===== config.mk =====
export PLATFORM = sky130hd
export DESIGN_NAME = rcr_top
export DESIGN_NICKNAME = d
export VERILOG_FILES = /design/src/rtl/rcr_pkg.sv /design/src/rtl/rcr_sync_if.sv /design/src/rtl/rcr_sync.sv /design/src/rtl/rcr_top.sv
export SDC_FILE = /design/constraint.sdc
export NUM_CORES = 1
export LEC_CHECK = 0
export BUFFER_PORTS_ARGS = -buffer_cell sky130_fd_sc_hd__buf_2
export CELL_PAD_IN_SITES_DETAIL_PLACEMENT = 0
export CELL_PAD_IN_SITES_GLOBAL_PLACEMENT = 1
export CORE_MARGIN = 2
export CORE_UTILIZATION = 33
export DETAILED_ROUTE_END_ITERATION = 12
export PLACE_DENSITY_LB_ADDON = 0.05
export SLEW_MARGIN = 0
export SYNTH_ARGS = -nofsm -noshare
export SYNTH_HDL_FRONTEND = slang
export SYNTH_SLANG_ARGS = --single-unit

===== constraint.sdc =====
create_clock -name clk -period 1.6 [get_ports clk]
set_input_delay 0.16 -clock clk [delete_from_list [all_inputs] [get_ports clk]]
set_output_delay 0.16 -clock clk [all_outputs]
set_load 0.01 [all_outputs]

===== src/rtl/rcr_pkg.sv =====
package rcr_pkg;
   // register byte addresses on the processor data bus
   localparam logic [19:0] ADDR_POWER_ON_STATUS = 20'hf00f9;
   localparam logic [19:0] ADDR_RESET_CAUSE_FLAGS = 20'hfffa8;
   localparam logic [19:0] ADDR_PARITY_CTRL = 20'hf0160;

   // reset cause flag positions
   localparam int BIT_TRAP = 7;
   localparam int BIT_WATCHDOG = 4;
   localparam int BIT_PARITY = 2;
   localparam int BIT_ACCESS = 1;
   localparam int BIT_UNDERVOLT = 0;
   localparam logic [7:0] FLAG_MASK = 8'h97;

   // power-on status and parity control field positions
   localparam int BIT_POWERON_ABSENT = 0;
   localparam int BIT_PARITY_DISABLE = 0;

   // values after reset
   localparam logic [7:0] RST_FLAGS = 8'h00;
   localparam logic [7:0] RST_STATUS = 8'h00;
   localparam logic RST_PARITY_DISABLE = 1'b0;
   localparam logic [7:0] RST_RDATA = 8'h00;

   // opcode that requests the illegal-instruction reset
   localparam logic [7:0] OPCODE_TRAP = 8'hff;

   // pin synchroniser lanes: external reset, rise and fall comparators
   localparam int SYNC_W = 3;
   localparam int LANE_EXT = 0;
   localparam int LANE_RISE = 1;
   localparam int LANE_FALL = 2;
   localparam logic [2:0] RST_SYNC = 3'h1;
   localparam int SYNC_STAGES = 2;

   // power-on detector state
   typedef enum logic [1:0] {
      RCR_POR_HOLD = 2'b01,
      RCR_POR_RUN = 2'b10
   } rcr_por_e;
endpackage


===== src/rtl/rcr_sync_if.sv =====
`timescale 1ns/1ps
interface rcr_sync_if;
   logic [2:0] raw;
   logic [2:0] sync;
   modport sync_side (input raw, output sync);
   modport user (output raw, input sync);
endinterface


===== src/rtl/rcr_sync.sv =====
`timescale 1ns/1ps
module rcr_sync (
   input wire logic clk,
   input wire logic rst_n,
   rcr_sync_if.sync_side lanes
);
   logic [2:0] meta_q;
   logic [2:0] hold_q;

   ///////////////////////////////////////////////////////////////////////
   // two flip-flop synchroniser; first stage feeds only the second
   always_ff @(posedge clk or negedge rst_n) begin
      if (!rst_n) begin
         meta_q <= rcr_pkg::RST_SYNC;
         hold_q <= rcr_pkg::RST_SYNC;
      end else begin
         meta_q <= lanes.raw;
         hold_q <= meta_q;
      end
   end

   assign lanes.sync = hold_q;
endmodule


===== src/rtl/rcr_top.sv =====
`timescale 1ns/1ps
// Contract
// - opcode FFH execution sets trap flag
// - no trap reset under debug emulation
// - watchdog request sets watchdog flag
// - parity error request sets parity flag
// - illegal access request sets access flag
// - voltage detector request sets undervoltage flag
// - internal source sets own flag, others held
// - power-on reset clears both registers
// - external reset pin clears all cause flags
// - byte read returns then clears flags
// - every reset re-enables parity resets
// - writing one sets absent flag, zero ignored
// - status cleared only by power-on reset
// - absent flag one means no power-on since
// - hold reset until rise comparator passes
// - assert reset when fall comparator trips
module rcr_top (
   input wire logic clk,
   input wire logic rst_b,
   input wire logic [19:0] addr,
   input wire logic rd_en,
   input wire logic wr_en,
   input wire logic [7:0] wdata,
   output logic [7:0] rdata,
   input wire logic op_valid,
   input wire logic [7:0] opcode,
   input wire logic debug_active,
   input wire logic watchdog_req,
   input wire logic parity_err,
   input wire logic bad_access_req,
   input wire logic voltage_detector_req,
   input wire logic ext_reset_b,
   input wire logic rise_ok,
   input wire logic fall_low,
   output logic internal_reset,
   output logic por_reset
);
   logic rst_meta_q;
   logic rst_n_q;
   logic [7:0] reset_cause_flags_q;
   logic [7:0] power_on_status_q;
   logic parity_reset_disable_q;
   logic [7:0] rdata_q;
   logic internal_reset_q;
   rcr_pkg::rcr_por_e por_state_q;
   logic [7:0] set_vec;
   logic trap_req;
   logic parity_req;
   logic any_req;
   logic ext_active;
   logic por_active;
   logic rd_flags;
   logic wr_status;
   logic wr_parity;
   rcr_sync_if sync_lanes ();

   ///////////////////////////////////////////////////////////////////////
   // reset release through two flip-flops
   always_ff @(posedge clk or negedge rst_b) begin
      if (!rst_b) begin
         rst_meta_q <= 1'b0;
         rst_n_q <= 1'b0;
      end else begin
         rst_meta_q <= 1'b1;
         rst_n_q <= rst_meta_q;
      end
   end

   ///////////////////////////////////////////////////////////////////////
   // pins from outside the clock domain
   assign sync_lanes.raw = {fall_low, rise_ok, ext_reset_b};

   rcr_sync u_sync (
      .clk(clk),
      .rst_n(rst_n_q),
      .lanes(sync_lanes)
   );

   assign ext_active = !sync_lanes.sync[rcr_pkg::LANE_EXT];
   assign por_active = (por_state_q == rcr_pkg::RCR_POR_HOLD);

   ///////////////////////////////////////////////////////////////////////
   // power-on detector: held after power-up, re-entered on supply fall
   always_ff @(posedge clk or negedge rst_n_q) begin
      if (!rst_n_q) begin
         por_state_q <= rcr_pkg::RCR_POR_HOLD;
      end else begin
         case (por_state_q)
            rcr_pkg::RCR_POR_HOLD: begin
               if (sync_lanes.sync[rcr_pkg::LANE_RISE] && !sync_lanes.sync[rcr_pkg::LANE_FALL]) begin
                  por_state_q <= rcr_pkg::RCR_POR_RUN;
               end
            end
            rcr_pkg::RCR_POR_RUN: begin
               if (sync_lanes.sync[rcr_pkg::LANE_FALL]) begin
                  por_state_q <= rcr_pkg::RCR_POR_HOLD;
               end
            end
            default: begin
               por_state_q <= rcr_pkg::RCR_POR_HOLD;
            end
         endcase
      end
   end

   ///////////////////////////////////////////////////////////////////////
   // internal reset sources and register strobes
   assign trap_req = op_valid && (opcode == rcr_pkg::OPCODE_TRAP) && !debug_active;
   assign parity_req = parity_err && !parity_reset_disable_q;
   assign any_req = trap_req || watchdog_req || parity_req || bad_access_req || voltage_detector_req;
   assign rd_flags = rd_en && (addr == rcr_pkg::ADDR_RESET_CAUSE_FLAGS);
   assign wr_status = wr_en && (addr == rcr_pkg::ADDR_POWER_ON_STATUS);
   assign wr_parity = wr_en && (addr == rcr_pkg::ADDR_PARITY_CTRL);

   // per-source set vector in the documented bit layout
   always_comb begin
      set_vec = 8'h00;
      set_vec[rcr_pkg::BIT_TRAP] = trap_req;
      set_vec[rcr_pkg::BIT_WATCHDOG] = watchdog_req;
      set_vec[rcr_pkg::BIT_PARITY] = parity_req;
      set_vec[rcr_pkg::BIT_ACCESS] = bad_access_req;
      set_vec[rcr_pkg::BIT_UNDERVOLT] = voltage_detector_req;
   end

   ///////////////////////////////////////////////////////////////////////
   // reset cause flags: pin and power-on clear, sources set, read clears
   always_ff @(posedge clk or negedge rst_n_q) begin
      if (!rst_n_q) begin
         reset_cause_flags_q <= rcr_pkg::RST_FLAGS;
      end else if (por_active || ext_active) begin
         reset_cause_flags_q <= rcr_pkg::RST_FLAGS;
      end else if (rd_flags) begin
         reset_cause_flags_q <= set_vec & rcr_pkg::FLAG_MASK;
      end else begin
         reset_cause_flags_q <= (reset_cause_flags_q | set_vec) & rcr_pkg::FLAG_MASK;
      end
   end

   // power-on status: write one sets, only power-on clears
   always_ff @(posedge clk or negedge rst_n_q) begin
      if (!rst_n_q) begin
         power_on_status_q <= rcr_pkg::RST_STATUS;
      end else if (por_active) begin
         power_on_status_q <= rcr_pkg::RST_STATUS;
      end else if (wr_status && wdata[rcr_pkg::BIT_POWERON_ABSENT]) begin
         power_on_status_q[rcr_pkg::BIT_POWERON_ABSENT] <= 1'b1;
      end
   end

   // parity reset disable: any reset returns it to enabled
   always_ff @(posedge clk or negedge rst_n_q) begin
      if (!rst_n_q) begin
         parity_reset_disable_q <= rcr_pkg::RST_PARITY_DISABLE;
      end else if (internal_reset_q) begin
         parity_reset_disable_q <= rcr_pkg::RST_PARITY_DISABLE;
      end else if (wr_parity) begin
         parity_reset_disable_q <= wdata[rcr_pkg::BIT_PARITY_DISABLE];
      end
   end

   ///////////////////////////////////////////////////////////////////////
   // read data: value held before any clear; unmapped reads zero
   always_ff @(posedge clk or negedge rst_n_q) begin
      if (!rst_n_q) begin
         rdata_q <= rcr_pkg::RST_RDATA;
      end else if (rd_flags) begin
         rdata_q <= reset_cause_flags_q;
      end else if (rd_en && (addr == rcr_pkg::ADDR_POWER_ON_STATUS)) begin
         rdata_q <= power_on_status_q;
      end else if (rd_en && (addr == rcr_pkg::ADDR_PARITY_CTRL)) begin
         rdata_q <= {7'h00, parity_reset_disable_q};
      end else begin
         rdata_q <= rcr_pkg::RST_RDATA;
      end
   end

   // internal reset: detector hold, pin, or one cycle per source request
   always_ff @(posedge clk or negedge rst_n_q) begin
      if (!rst_n_q) begin
         internal_reset_q <= 1'b1;
      end else begin
         internal_reset_q <= por_active || ext_active || any_req;
      end
   end

   assign rdata = rdata_q;
   assign internal_reset = internal_reset_q;
   assign por_reset = por_state_q[0];
endmodule


==> results of run 1 <==
-- through the flow --
step | worst slack [ns] | cells | hold WS, ns
6_report | 0.321 | 173 | 0.0727
2_1_floorplan | 0.211 | 87 | -0.136
4_1_cts | 0.303 | 173 | 0.0664
3_5_place_dp | -0.0183 | 165 | -0.0524
5_1_grt | 0.198 | 173 | 0.0782
3_3_place_gp | -0.0385 | 165 | -0.0546
-- worst max-delay path, cell delays in order --
cell and delay (ns):
buf_2 0.10, nand4bb_1 0.20, or4_1 0.61, nor2_1 0.28, o31a_1 0.18
-- cells by family (layout without fill, tap and decap cells) --
logic type      Yosys count  count (layout)  synth area share, %
buf+inv                   8              63                 4.19
flops                    23              23                 58.9
compound gates           16              16                 9.77
other cells               2               4                0.762
simple gates             36              36                 26.4
-- power breakdown --
part           internal, mW  switching [mW]
registers             0.604         0.00636
logic                0.0634          0.0562
clock network        0.0972           0.163
total                 0.765           0.225
-- cell usage in the layout, fill, tap and decap left out, drive strengths merged --
master,n
a21bo,1
a21oi,7
a41oi,1
and2,4
and3,1
and4,2
and4bb,1
buf,51
clkbuf,4
conb,4
dfrtp,19
dfstp,4
dlygate4sd3,4
inv,4
nand2,4
nand2b,3
nand3,1
nand3b,1
nand4,4
nand4b,2
nand4bb,1
nor2,2
nor2b,1
nor3,1
nor3b,1
nor4,3
nor4b,1
o21ai,5
o31a,2
or4,2
or4b,1
-- flip-flops by register name, indices dropped and copies added (netlist names) --
signal and cells:
rdata 5, rst_n_q 1, power_on_status_q 1, reset_cause_flags_q 5
rst_meta_q 1, internal_reset 1, parity_reset_disable_q 1, u_sync.meta_q 3
u_sync.lanes.sync 3, por_state_q 2
-- layer usage --
layer / part of all wire (%) / wire [µm]
met2: 54 / 1040
met5: 0 / 0
met1: 39 / 752
met3: 6.7 / 129
met4: 0.57 / 11
-- worst min-delay path by stage --
stage	start	endpoint	slack, ns	cells after the start
2_1_floorplan	rst_b	rst_meta_q	-0.14	0
3_3_place_gp	rst_b	rst_n_q	-0.05	1
3_5_place_dp	rst_b	rst_n_q	-0.05	1
4_1_cts	watchdog_req	reset_cause_flags_q[4]	0.07	3
5_1_grt	watchdog_req	reset_cause_flags_q[4]	0.08	3
6_report	voltage_detector_req	reset_cause_flags_q[0]	0.07	3
-- timing repair --
| action | in CTS | in global routing |
|---|---|---|
| hold endpoints to repair | 5 | 0 |
| hold buffers | 4 | 0 |
| setup endpoints to repair | 0 | 0 |
-- layout make-up --
class	instances	area, µm²
inverter	4	15.0
tap	31	38.8
clock buffer	4	26.3
timing repair buffer	55	303
multi-input combinational	56	372
sequential	23	581
fill	294	1470
==> summary.md, run 1 <==
| Metric | Value |
|---|---|
| Status | finished with violations |
| Violations in the final reports | design-rule violations |
| First-pass iteration count of the detailed router | 7 |
| Post-CTS Resized | 0 |
| Core area | 2810 µm² |
| Clock Tree Root | clkbuf_4 |
| Post-synthesis sequential area ratio | about three fifths |
| Vias in the first global route | 860 |
| Initial Util | between 30% and 40% |
| Largest net degree at the start of global routing | 22 |
| Area Overhead vs Synth | 35.4% |
| Ant. Diodes | 0 |
| Most instantiated library cell after synthesis | dfrtp_1 |
| Crit Reg-Reg Startpoint | por_state_q[0] |
| Worst endpoint data arrival time | 1.54 ns |
| Depth of the worst register-to-register path | 3 |
| Final hold violations | 0 |
| Die X-Extent | 58.7 µm |
| Total DRC errors in the routed layout | 2 |
| Count of flip-flops with a built-in enable after synthesis | 0 |
| Area enclosed by the die boundary | 3440 µm² |
| Reported leakage power | 0.649 nW |
| H-tree levels | 1 |
| Vertical extent of the die | 58.7 µm |
| Fraction of final layout cells with drive strength greater than 1 | between 40% and 50% |
| Required time reported for the critical path endpoint | 1.86 ns |
| Number of buffers inserted to repair setup after CTS | 0 |
| Register-to-register path setup slack | 0.39 ns |
| Fraction of met3 tracks used by global routing | 5.05% |
| Remaining antenna violation count after routing | 0 |
| Final worst path period need | 1.28 ns |
| Peak Freq | 782 MHz |
| Routed via count | 846 |
| Start point of the critical path | addr[1] |
| Total GRT Usage | 13.4% |
| Mean Syn Cell Area | 11.6 µm² |
| Post-Place Cell Area | between 1000 and 1500 µm² |
| Met2 usage in global routing | 25.4% |
| Number of input and output port buffers inserted | 48 |
| Leading post-synthesis cells by instance count | 19 x dfrtp_1, 7 x a21oi_1, 5 x o21ai_0 |
| Type of origin of the critical path | input port |
| Kind of critical path | input port to register |
| Final Power | 0.990 mW |
| Proportion of register bits with asynchronous set or reset after synthesis | 100% |
| Later-pin clock latency in the skew report | 0.31 ns |
| Wire length of the first global-routing pass | ~3500 µm |
| Flip-flop and latch count after synthesis | 23 |
| Final critical-path share of the clock period | 79.9% |
| Post-DP HPWL | 1580 µm |
| Drt via density | 4.89 |
| Setup repair after global routing missed its margin | false |
| Capturing element of the worst setup path | rdata[0] |
| Last weighted congestion value of the routability-driven placer | 0.754 |
| Clock transition at path regs | 0.12 ns |
| Yosys warnings | 0 |
| First DRT Iteration DRCs | 7 |
| Gr busiest metal | met2 |
| Capture point of the worst reg-to-reg path | internal_reset |
| Fraction of synthesized cell area taken by the top area cell type | 48.2% |
| Count of different cell masters after synthesis | 32 |
| Wire per inst | approximately 11 µm |
| Placement Rows | 19 |
| Number of clock buffers inserted by TritonCTS | 3 |
| Total wire length after detailed routing | 1930 µm |
| Share of the core filled with cells | 47.6% |
| Post-layout instance area | 1340 µm² |
| Top_reg_cell synth | dfrtp_1 |
| M1 GR Usage | around 14% |
| Endpoints failing setup | 0 |
| Final-layout setup total negative slack | 0 ns |
| Kind of capture point of the worst setup path | register |
| Number of pins exceeding their max-slew limit in the final report | 0 |
| Maximum buffer depth of the clock tree | 2 |
| Clock Sink Count | 23 |
| Initial antenna violation count | 0 |
| Post-synth design cell area | 986 µm² |
| Cell accounting for the most synthesized area | dfrtp_1 |
| Synthesized instance count | 85 |
| Number of nets in the finished design | 192 |
| Maximum fanout encountered on the critical timing path | 7 |
| Tightest Hold Check Type | input port to register |
| Number of placed I/O pins | 59 |
| IR Drop Worst-Case VDD | ~550 µV |
| TritonCTS clock tree | yes |
| Pwr Density | between 700 and 800 nW/µm² |
| Remaining global-route overflow | 0 |
| Synth top area cells | dfrtp_1 48%, dfstp_2 11%, a21oi_1 3.6% |
| Maximum capacitance violations | 0 |
| Largest clock skew in the final design | 0.00969 ns |
Note: power is estimated with default switching activity, not from simulation.
==> run 2, diff against run 1 <==
--- a/config.mk
+++ b/config.mk
@@ -9,7 +9,7 @@
 export CELL_PAD_IN_SITES_DETAIL_PLACEMENT = 0
 export CELL_PAD_IN_SITES_GLOBAL_PLACEMENT = 1
 export CORE_MARGIN = 2
-export CORE_UTILIZATION = 33
+export CORE_UTILIZATION = 27
 export DETAILED_ROUTE_END_ITERATION = 12
 export PLACE_DENSITY_LB_ADDON = 0.05
 export SLEW_MARGIN = 0
==> constraint.sdc (replaced) <==
create_clock -name clk -period 1.15 [get_ports clk]
set_input_delay 0.115 -clock clk [delete_from_list [all_inputs] [get_ports clk]]
set_output_delay 0.115 -clock clk [all_outputs]
set_load 0.01 [all_outputs]
==> run 2 against run 1 <==
Net effect:
- clock skew grew 0.00097 ns
- power is 45% higher
- clock power increased by 42%
- final cell count rose by 14%
- largest cell class unchanged
- critical path depth is 3 lower
- via count up 4.6%
- sequential cell count unchanged
- worst setup slack got worse by 0.34 ns
- the flow finishes with violations (negative setup slack)
- first-iteration DRC count increased to 3.1 times the previous value
- combinational power grew 77%
- sequential power grew 40%
==> summary.md, run 2 (synthesized netlist as in run 1, its figures left out) <==
| Metric | Value |
|---|---|
| Status | finished with violations (unchanged) |
| Violations in the final reports | negative setup slack (was design-rule violations) |
| Wire length of the first global-routing pass | 3650 µm (was 3530 µm) |
| Number of pins exceeding their max-slew limit in the final report | 0 (unchanged) |
| Number of placed I/O pins | 59 (unchanged) |
| Total wire length after detailed routing | 2240 µm (was 1930 µm) |
| Switching power of the nets | 0.334 mW (was 0.225 mW) |
| Tightest Hold Check Type | input port to register (unchanged) |
| Commonest non-fill, non-tap cell in the layout | buf_2 (unchanged) |
| Initial antenna violation count | 0 (unchanged) |
| First DRT Iteration DRCs | 22 (was 7) |
| Largest incremental delay on the critical path | 0.56 ns (was 0.61 ns) |
| CP Buf/Inv Count | 2 (was 1) |
| Family of cells with the greatest summed delay on the critical path | flip-flops (was simple AND/OR/NAND/NOR gates) |
| List of cells traversed by the critical path | buf_6 -> buf_6 (was buf_2 -> nand4bb_1 -> or4_1 -> nor2_1 -> o31a_1) |
| Remaining global-route overflow | 0 (unchanged) |
| Die X-Extent | 64.4 µm (was 58.7 µm) |
| Last weighted congestion value of the routability-driven placer | 0.745 (was 0.754) |
| Highest-count cells in the layout ignoring fill and taps | 44 x buf_2, 19 x dfrtp_1, 11 x buf_4, 7 x a21oi_1 (was 48 x buf_2, 19 x dfrtp_1, 7 x a21oi_1, 5 x o21ai_0) |
| Number of nets in the finished design | 201 (was 192) |
| Drt via density | 4.49 (was 4.89) |
| Internal power summed over all cells | 1.10 mW (was 0.765 mW) |
| Number of buffers inserted to repair setup after CTS | 0 (unchanged) |
| Number of input and output port buffers inserted | 48 (unchanged) |
| Ant. Diodes | 0 (unchanged) |
| Final critical-path share of the clock period | 101% |
| Clock transition at path regs | 0.13 ns (was 0.12 ns) |
| Required time reported for the critical path endpoint | 1.03 ns (was 1.86 ns) |
| Clock Tree Root | clkbuf_4 (unchanged) |
| Clock Sink Count | 23 (unchanged) |
| IR Drop Worst-Case VDD | 561 µV (was 545 µV) |
| Largest clock skew in the final design | 0.0107 ns (was 0.00969 ns) |
| Endpoints failing setup | 2 (was 0) |
| Number of standard cells in the layout, taps in and fillers out | 197 (was 173) |
| Part of the total power dissipated in sequential elements | 59.5% (was 61.7%) |
| Total GRT Usage | 11.2% (was 13.4%) |
| Type of origin of the critical path | register (was input port) |
| H-tree levels | 1 (unchanged) |
| Vias in the first global route | 903 (was 860) |
| Critical Path Most Common Cell | buf_6 |
| Area Overhead vs Synth | 49.2% (was 35.4%) |
| Remaining antenna violation count after routing | 0 (unchanged) |
| Maximum buffer depth of the clock tree | 2 (unchanged) |
| Placement Rows | 21 (was 19) |
| Reported leakage power | 0.722 nW (was 0.649 nW) |
| Final worst path period need | 1.16 ns |
| Area enclosed by the die boundary | 4150 µm² (was 3440 µm²) |
| Kind of critical path | register to output port (was input port to register) |
| Wire per inst | 11.4 µm (was 11.2 µm) |
| Kind of capture point of the worst setup path | output port (was register) |
| Number of clock buffers inserted by TritonCTS | 3 (unchanged) |
| Setup ws final | -0.0148 ns (was 0.321 ns) |
| Core area | 3420 µm² (was 2810 µm²) |
| Maximum fanout encountered on the critical timing path | 2 (was 7) |
| Number of instances in the placed design | 189 (was 165) |
| Hold_ws | 0.0205 ns (was 0.0727 ns) |
| Post-DP HPWL | 1740 µm (was 1580 µm) |
| Peak Freq | roughly 860 MHz |
| Cell at the slowest stage of the critical path | dfstp_2 (was or4_1) |
| Final-layout setup total negative slack | -0.0193 ns (was 0 ns) |
| Routed via count | 885 (was 846) |
| Final hold violations | 0 (unchanged) |
| Total DRC errors in the routed layout | 0 (was 2) |
| Largest net degree at the start of global routing | 22 (unchanged) |
| Pwr Density | 975 nW/µm² (was 741 nW/µm²) |
| Worst endpoint data arrival time | 1.05 ns (was 1.54 ns) |
| Initial Util | 28.9% (was 35.1%) |
| First-pass iteration count of the detailed router | 4 (was 7) |
| Part of the total power dissipated in combinational logic | 14.8% (was 12.1%) |
| Fraction of power consumed by the clock network | 25.8% (was 26.3%) |
| TritonCTS clock tree | yes (unchanged) |
| Setup repair after global routing missed its margin | true (was false) |
| Vertical extent of the die | 64.4 µm (was 58.7 µm) |
| Later-pin clock latency in the skew report | 0.31 ns (about the same) |
| Switching share of total power | 23.3% (was 22.8%) |
| Maximum capacitance violations | 0 (unchanged) |
| Fraction of final layout cells with drive strength greater than 1 | 50.3% (was 44.4%) |
==> run 2: cell types whose count changed in the layout (fill, tap and decap cells not counted), sizes merged <==
cell	change
buf	+9
==> run 2: per-stage QoR <==
stage | area, µm² | power [mW] | worst slack, ns | util, %
final | 1470 | 1.43 | -0.0148 | 43.1
after global routing | 1470 | 1.52 | -0.0701 | 43.1
after CTS | 1450 | 1.45 | -0.0258 | 42.3
after detailed placement | 1360 | 1.05 | -0.429 | 39.7
after global placement | 1360 | 1.05 | -0.408 | 39.7
after floorplan | 995 | 0.926 | -0.185 | -
==> run 2: area by class of cell <==
type                    count  area [µm²]
fillers                   354        1940
flip-flops and latches     23         581
repair buffers             64         399
multi-input cells          56         393
well taps                  46        57.6
clock buffers               4        26.3
inverters                   4        15.0
==> run 2: repair_timing <==
item | CTS | global route
hold endpoints to repair | 5 | 0
hold buffers | 4 | 0
resized for setup | 6 | 5
pin swaps | 0 | 2
setup endpoints to repair | 12 | 13
==> run 2: path summary, 6_finish.rpt <==
check,cells past startpoint,start,endpoint,slack (ns)
setup reg to reg,3,parity_reset_disable_q,rdata[0],0.06
min in group asynchronous,2,rst_b,rst_n_q,0.11
hold / removal,3,watchdog_req,reset_cause_flags_q[4],0.02
hold reg to reg,1,rst_n_q,reset_cause_flags_q[7],0.20
max in group asynchronous,1,rst_n_q,por_state_q[0],0.67
setup / recovery,2,por_state_q[0],por_reset,-0.01
==> run 2: routing by layer <==
metal	vias up	part of all wire, %	wire length, µm	global-route usage [%]
met1	426	39	868	12.3
met5	-	0	0	0
met2	20	55	1220	20.4
li1	437	-	-	-
met3	2	6.0	135	4.34
met4	0	0.71	16	2.39
==> run 2: power groups by stage <==
stage / logic (mW) / clock network [mW] / registers [mW]
after floorplan: 0.0523 / 0 / 0.874
after global placement: 0.182 / 0 / 0.865
after detailed placement: 0.185 / 0 / 0.865
after CTS: 0.205 / 0.389 / 0.852
after global routing: 0.236 / 0.431 / 0.856
final: 0.212 / 0.370 / 0.853
==> run 2: tightest hold or removal path, delay by kind of cell <==
kind	cells	cell delay, ns
compound gates	1	0.05
buf+inv	2	0.14
==> run 3, diff against run 2 <==
--- a/config.mk
+++ b/config.mk
@@ -11,7 +11,7 @@
 export CORE_MARGIN = 2
 export CORE_UTILIZATION = 27
 export DETAILED_ROUTE_END_ITERATION = 12
-export PLACE_DENSITY_LB_ADDON = 0.05
+export PLACE_DENSITY_LB_ADDON = 0.1
 export SLEW_MARGIN = 0
 export SYNTH_ARGS = -nofsm -noshare
 export SYNTH_HDL_FRONTEND = slang
==> run 3 against run 2 <==
Net effect:
- wire length is 0.13% lower
- non-clock buffer count is 2 higher
- highest routed layer unchanged
- cell area is 0.94% higher
- sequential cell count stayed put
- final cell count is 1.0% higher
- via count is 0.34% higher
- the flow still finishes with violations (negative setup slack)
- global-route usage hardly changed
- worst hold slack better by 0.0075 ns
==> summary.md, run 3 (synthesized netlist as in run 1, its figures left out) <==
| Metric | Value |
|---|---|
| Largest net degree at the start of global routing | 22 (unchanged) |
| Kind of capture point of the worst setup path | register (was output port) |
| Hold path cells | 3 (unchanged) |
| Core area | 3420 µm² (unchanged) |
| Die X-Extent | 64.4 µm (unchanged) |
| Hold_ws | 0.0280 ns (was 0.0205 ns) |
| Kind of critical path | input port to register (was register to output port) |
| Status | finished with violations (unchanged) |
| First DRT Iteration DRCs | 6 (was 22) |
| Area enclosed by the die boundary | 4150 µm² (unchanged) |
| Tightest Hold Check Type | input port to register (unchanged) |
| Total DRC errors in the routed layout | 0 (unchanged) |
| Last weighted congestion value of the routability-driven placer | 0.759 (was 0.745) |
| Worst endpoint data arrival time | 1.42 ns (was 1.05 ns) |
| Ant. Diodes | 0 (unchanged) |
| Fraction of final layout cells with drive strength greater than 1 | 52.3% (was 50.3%) |
| Type of origin of the critical path | input port (was register) |
| Maximum buffer depth of the clock tree | 2 (unchanged) |
| Crit Reg-Reg Startpoint | parity_reset_disable_q (unchanged) |
| Total wire length after detailed routing | 2240 µm (about the same) |
| Violations in the final reports | negative setup slack (unchanged) |
| Required time reported for the critical path endpoint | 1.40 ns (was 1.03 ns) |
| Total GRT Usage | 11.2% (about the same) |
| Depth of the worst register-to-register path | 3 (unchanged) |
| Final-layout setup total negative slack | -0.0188 ns (was -0.0193 ns) |
| IR Drop Worst-Case VDD | 510 µV (was 561 µV) |
| Number of pins exceeding their max-slew limit in the final report | 0 (unchanged) |
| Commonest non-fill, non-tap cell in the layout | buf_2 (unchanged) |
| Number of clock buffers inserted by TritonCTS | 3 (unchanged) |
| Wire per inst | 11.3 µm (was 11.4 µm) |
| Endpoints failing setup | 2 (unchanged) |
| Number of input and output port buffers inserted | 48 (unchanged) |
| Initial antenna violation count | 0 (unchanged) |
| Peak Freq | 856 MHz (was 859 MHz) |
| Clock Tree Root | clkbuf_4 (unchanged) |
| Routed via count | 888 (was 885) |
| Maximum fanout encountered on the critical timing path | 5 (was 2) |
| Setup repair after global routing missed its margin | true (unchanged) |
| Setup ws final | -0.0182 ns (was -0.0148 ns) |
| Number of nets in the finished design | 203 (was 201) |
| Critical hold path startpoint | bad_access_req (was watchdog_req) |
| TritonCTS clock tree | yes (unchanged) |
| Area Overhead vs Synth | 50.6% (was 49.2%) |
| Vertical extent of the die | 64.4 µm (unchanged) |
| Largest clock skew in the final design | 0.0101 ns (was 0.0107 ns) |
| Final hold violations | 0 (unchanged) |
| Later-pin clock latency in the skew report | 0.30 ns (was 0.31 ns) |
| H-tree levels | 1 (unchanged) |
| Final worst path period need | 1.17 ns (was 1.16 ns) |
| Worst-case hold path end point | reset_cause_flags_q[1] (was reset_cause_flags_q[4]) |
| Number of placed I/O pins | 59 (unchanged) |
| Reported leakage power | 0.731 nW (was 0.722 nW) |
| Vias in the first global route | 859 (was 903) |
| Maximum capacitance violations | 0 (unchanged) |
| Wire length of the first global-routing pass | 3680 µm (was 3650 µm) |
| Final critical-path share of the clock period | 102% (was 101%) |
| Capture point of the worst reg-to-reg path | rdata[0] (unchanged) |
| Post-DP HPWL | 1840 µm (was 1740 µm) |
| Clock transition at path regs | 0.13 ns (about the same) |
| Remaining antenna violation count after routing | 0 (unchanged) |
| Number of buffers inserted to repair setup after CTS | 0 (unchanged) |
| Remaining global-route overflow | 0 (unchanged) |
| Placement Rows | 21 (unchanged) |
| Pwr Density | 960 nW/µm² (was 975 nW/µm²) |
| Clock Sink Count | 23 (unchanged) |
| Final Power | 1.43 mW (about the same) |
| First-pass iteration count of the detailed router | 2 (was 4) |
| Initial Util | 28.9% (unchanged) |
| Highest-count cells in the layout ignoring fill and taps | 45 x buf_2, 19 x dfrtp_1, 13 x buf_4, 6 x a21oi_1 (was 44 x buf_2, 19 x dfrtp_1, 11 x buf_4, 7 x a21oi_1) |
| Drt via density | 4.46 (was 4.49) |
| Register-to-register path setup slack | 0.05 ns (was 0.06 ns) |
## run 3: cell count changes in the layout (fill, tap and decap cells not counted), sizes merged
| cell | change |
|---|---|
| buf | +2 |
| clkbuf | -1 |
| clkinv | +1 |
## run 3: power by group
part	switching (mW)	leakage [nW]	internal (mW)
clock network	0.227	0.0177	0.130
registers	0.0135	0.291	0.841
logic	0.0878	0.422	0.127
## run 3: how the worst max path moves through the flow
stage / cells past startpoint / start / end
floorplan: 5 / addr[1] / rdata[0]
global placement: 5 / addr[6] / rdata[0]
detailed placement: 5 / addr[1] / rdata[0]
CTS: 5 / addr[11] / rdata[0]
global route: 5 / addr[11] / rdata[0]
finish: 5 / addr[11] / rdata[0]
## run 3: cell type report
type / count / area [µm²]
clock inverter: 1 / 5.00
sequential: 23 / 581
fill: 344 / 1930
inverter: 4 / 15.0
clock buffer: 3 / 22.5
tap: 46 / 57.6
timing repair buffer: 66 / 408
multi-input combinational: 56 / 397
## run 3: repair_timing
item | in CTS | in global routing
hold buffers | 4 | 0
setup endpoints to repair | 12 | 8
pin swaps | 0 | 1
hold endpoints to repair | 5 | 0
resized for setup | 8 | 4
## run 3: worst max-delay path: stages
cell	delay [ns]
buf_6	0.09
or4_4	0.53
nor4_4	0.31
and4bb_1	0.24
o31a_1	0.13
## run 3: metrics by stage
step	util [%]	setup WS (ns)	cells	instance area (µm²)
floorplan	-	-0.185	87	995
global placement	40.1	-0.348	191	1370
detailed placement	40.1	-0.388	191	1370
CTS	43.0	-0.0263	199	1470
global route	43.5	-0.0923	199	1490
finish	43.5	-0.0182	199	1490
## run 3: per-layer routing
metal | global-route usage, % | part of all wire (%) | vias to the layer above
met5 | 0 | 0 | -
met4 | 2.39 | 0.54 | 0
met3 | 3.99 | 7.1 | 2
met2 | 20.3 | 54 | 26
met1 | 12.7 | 38 | 421
li1 | - | - | 439
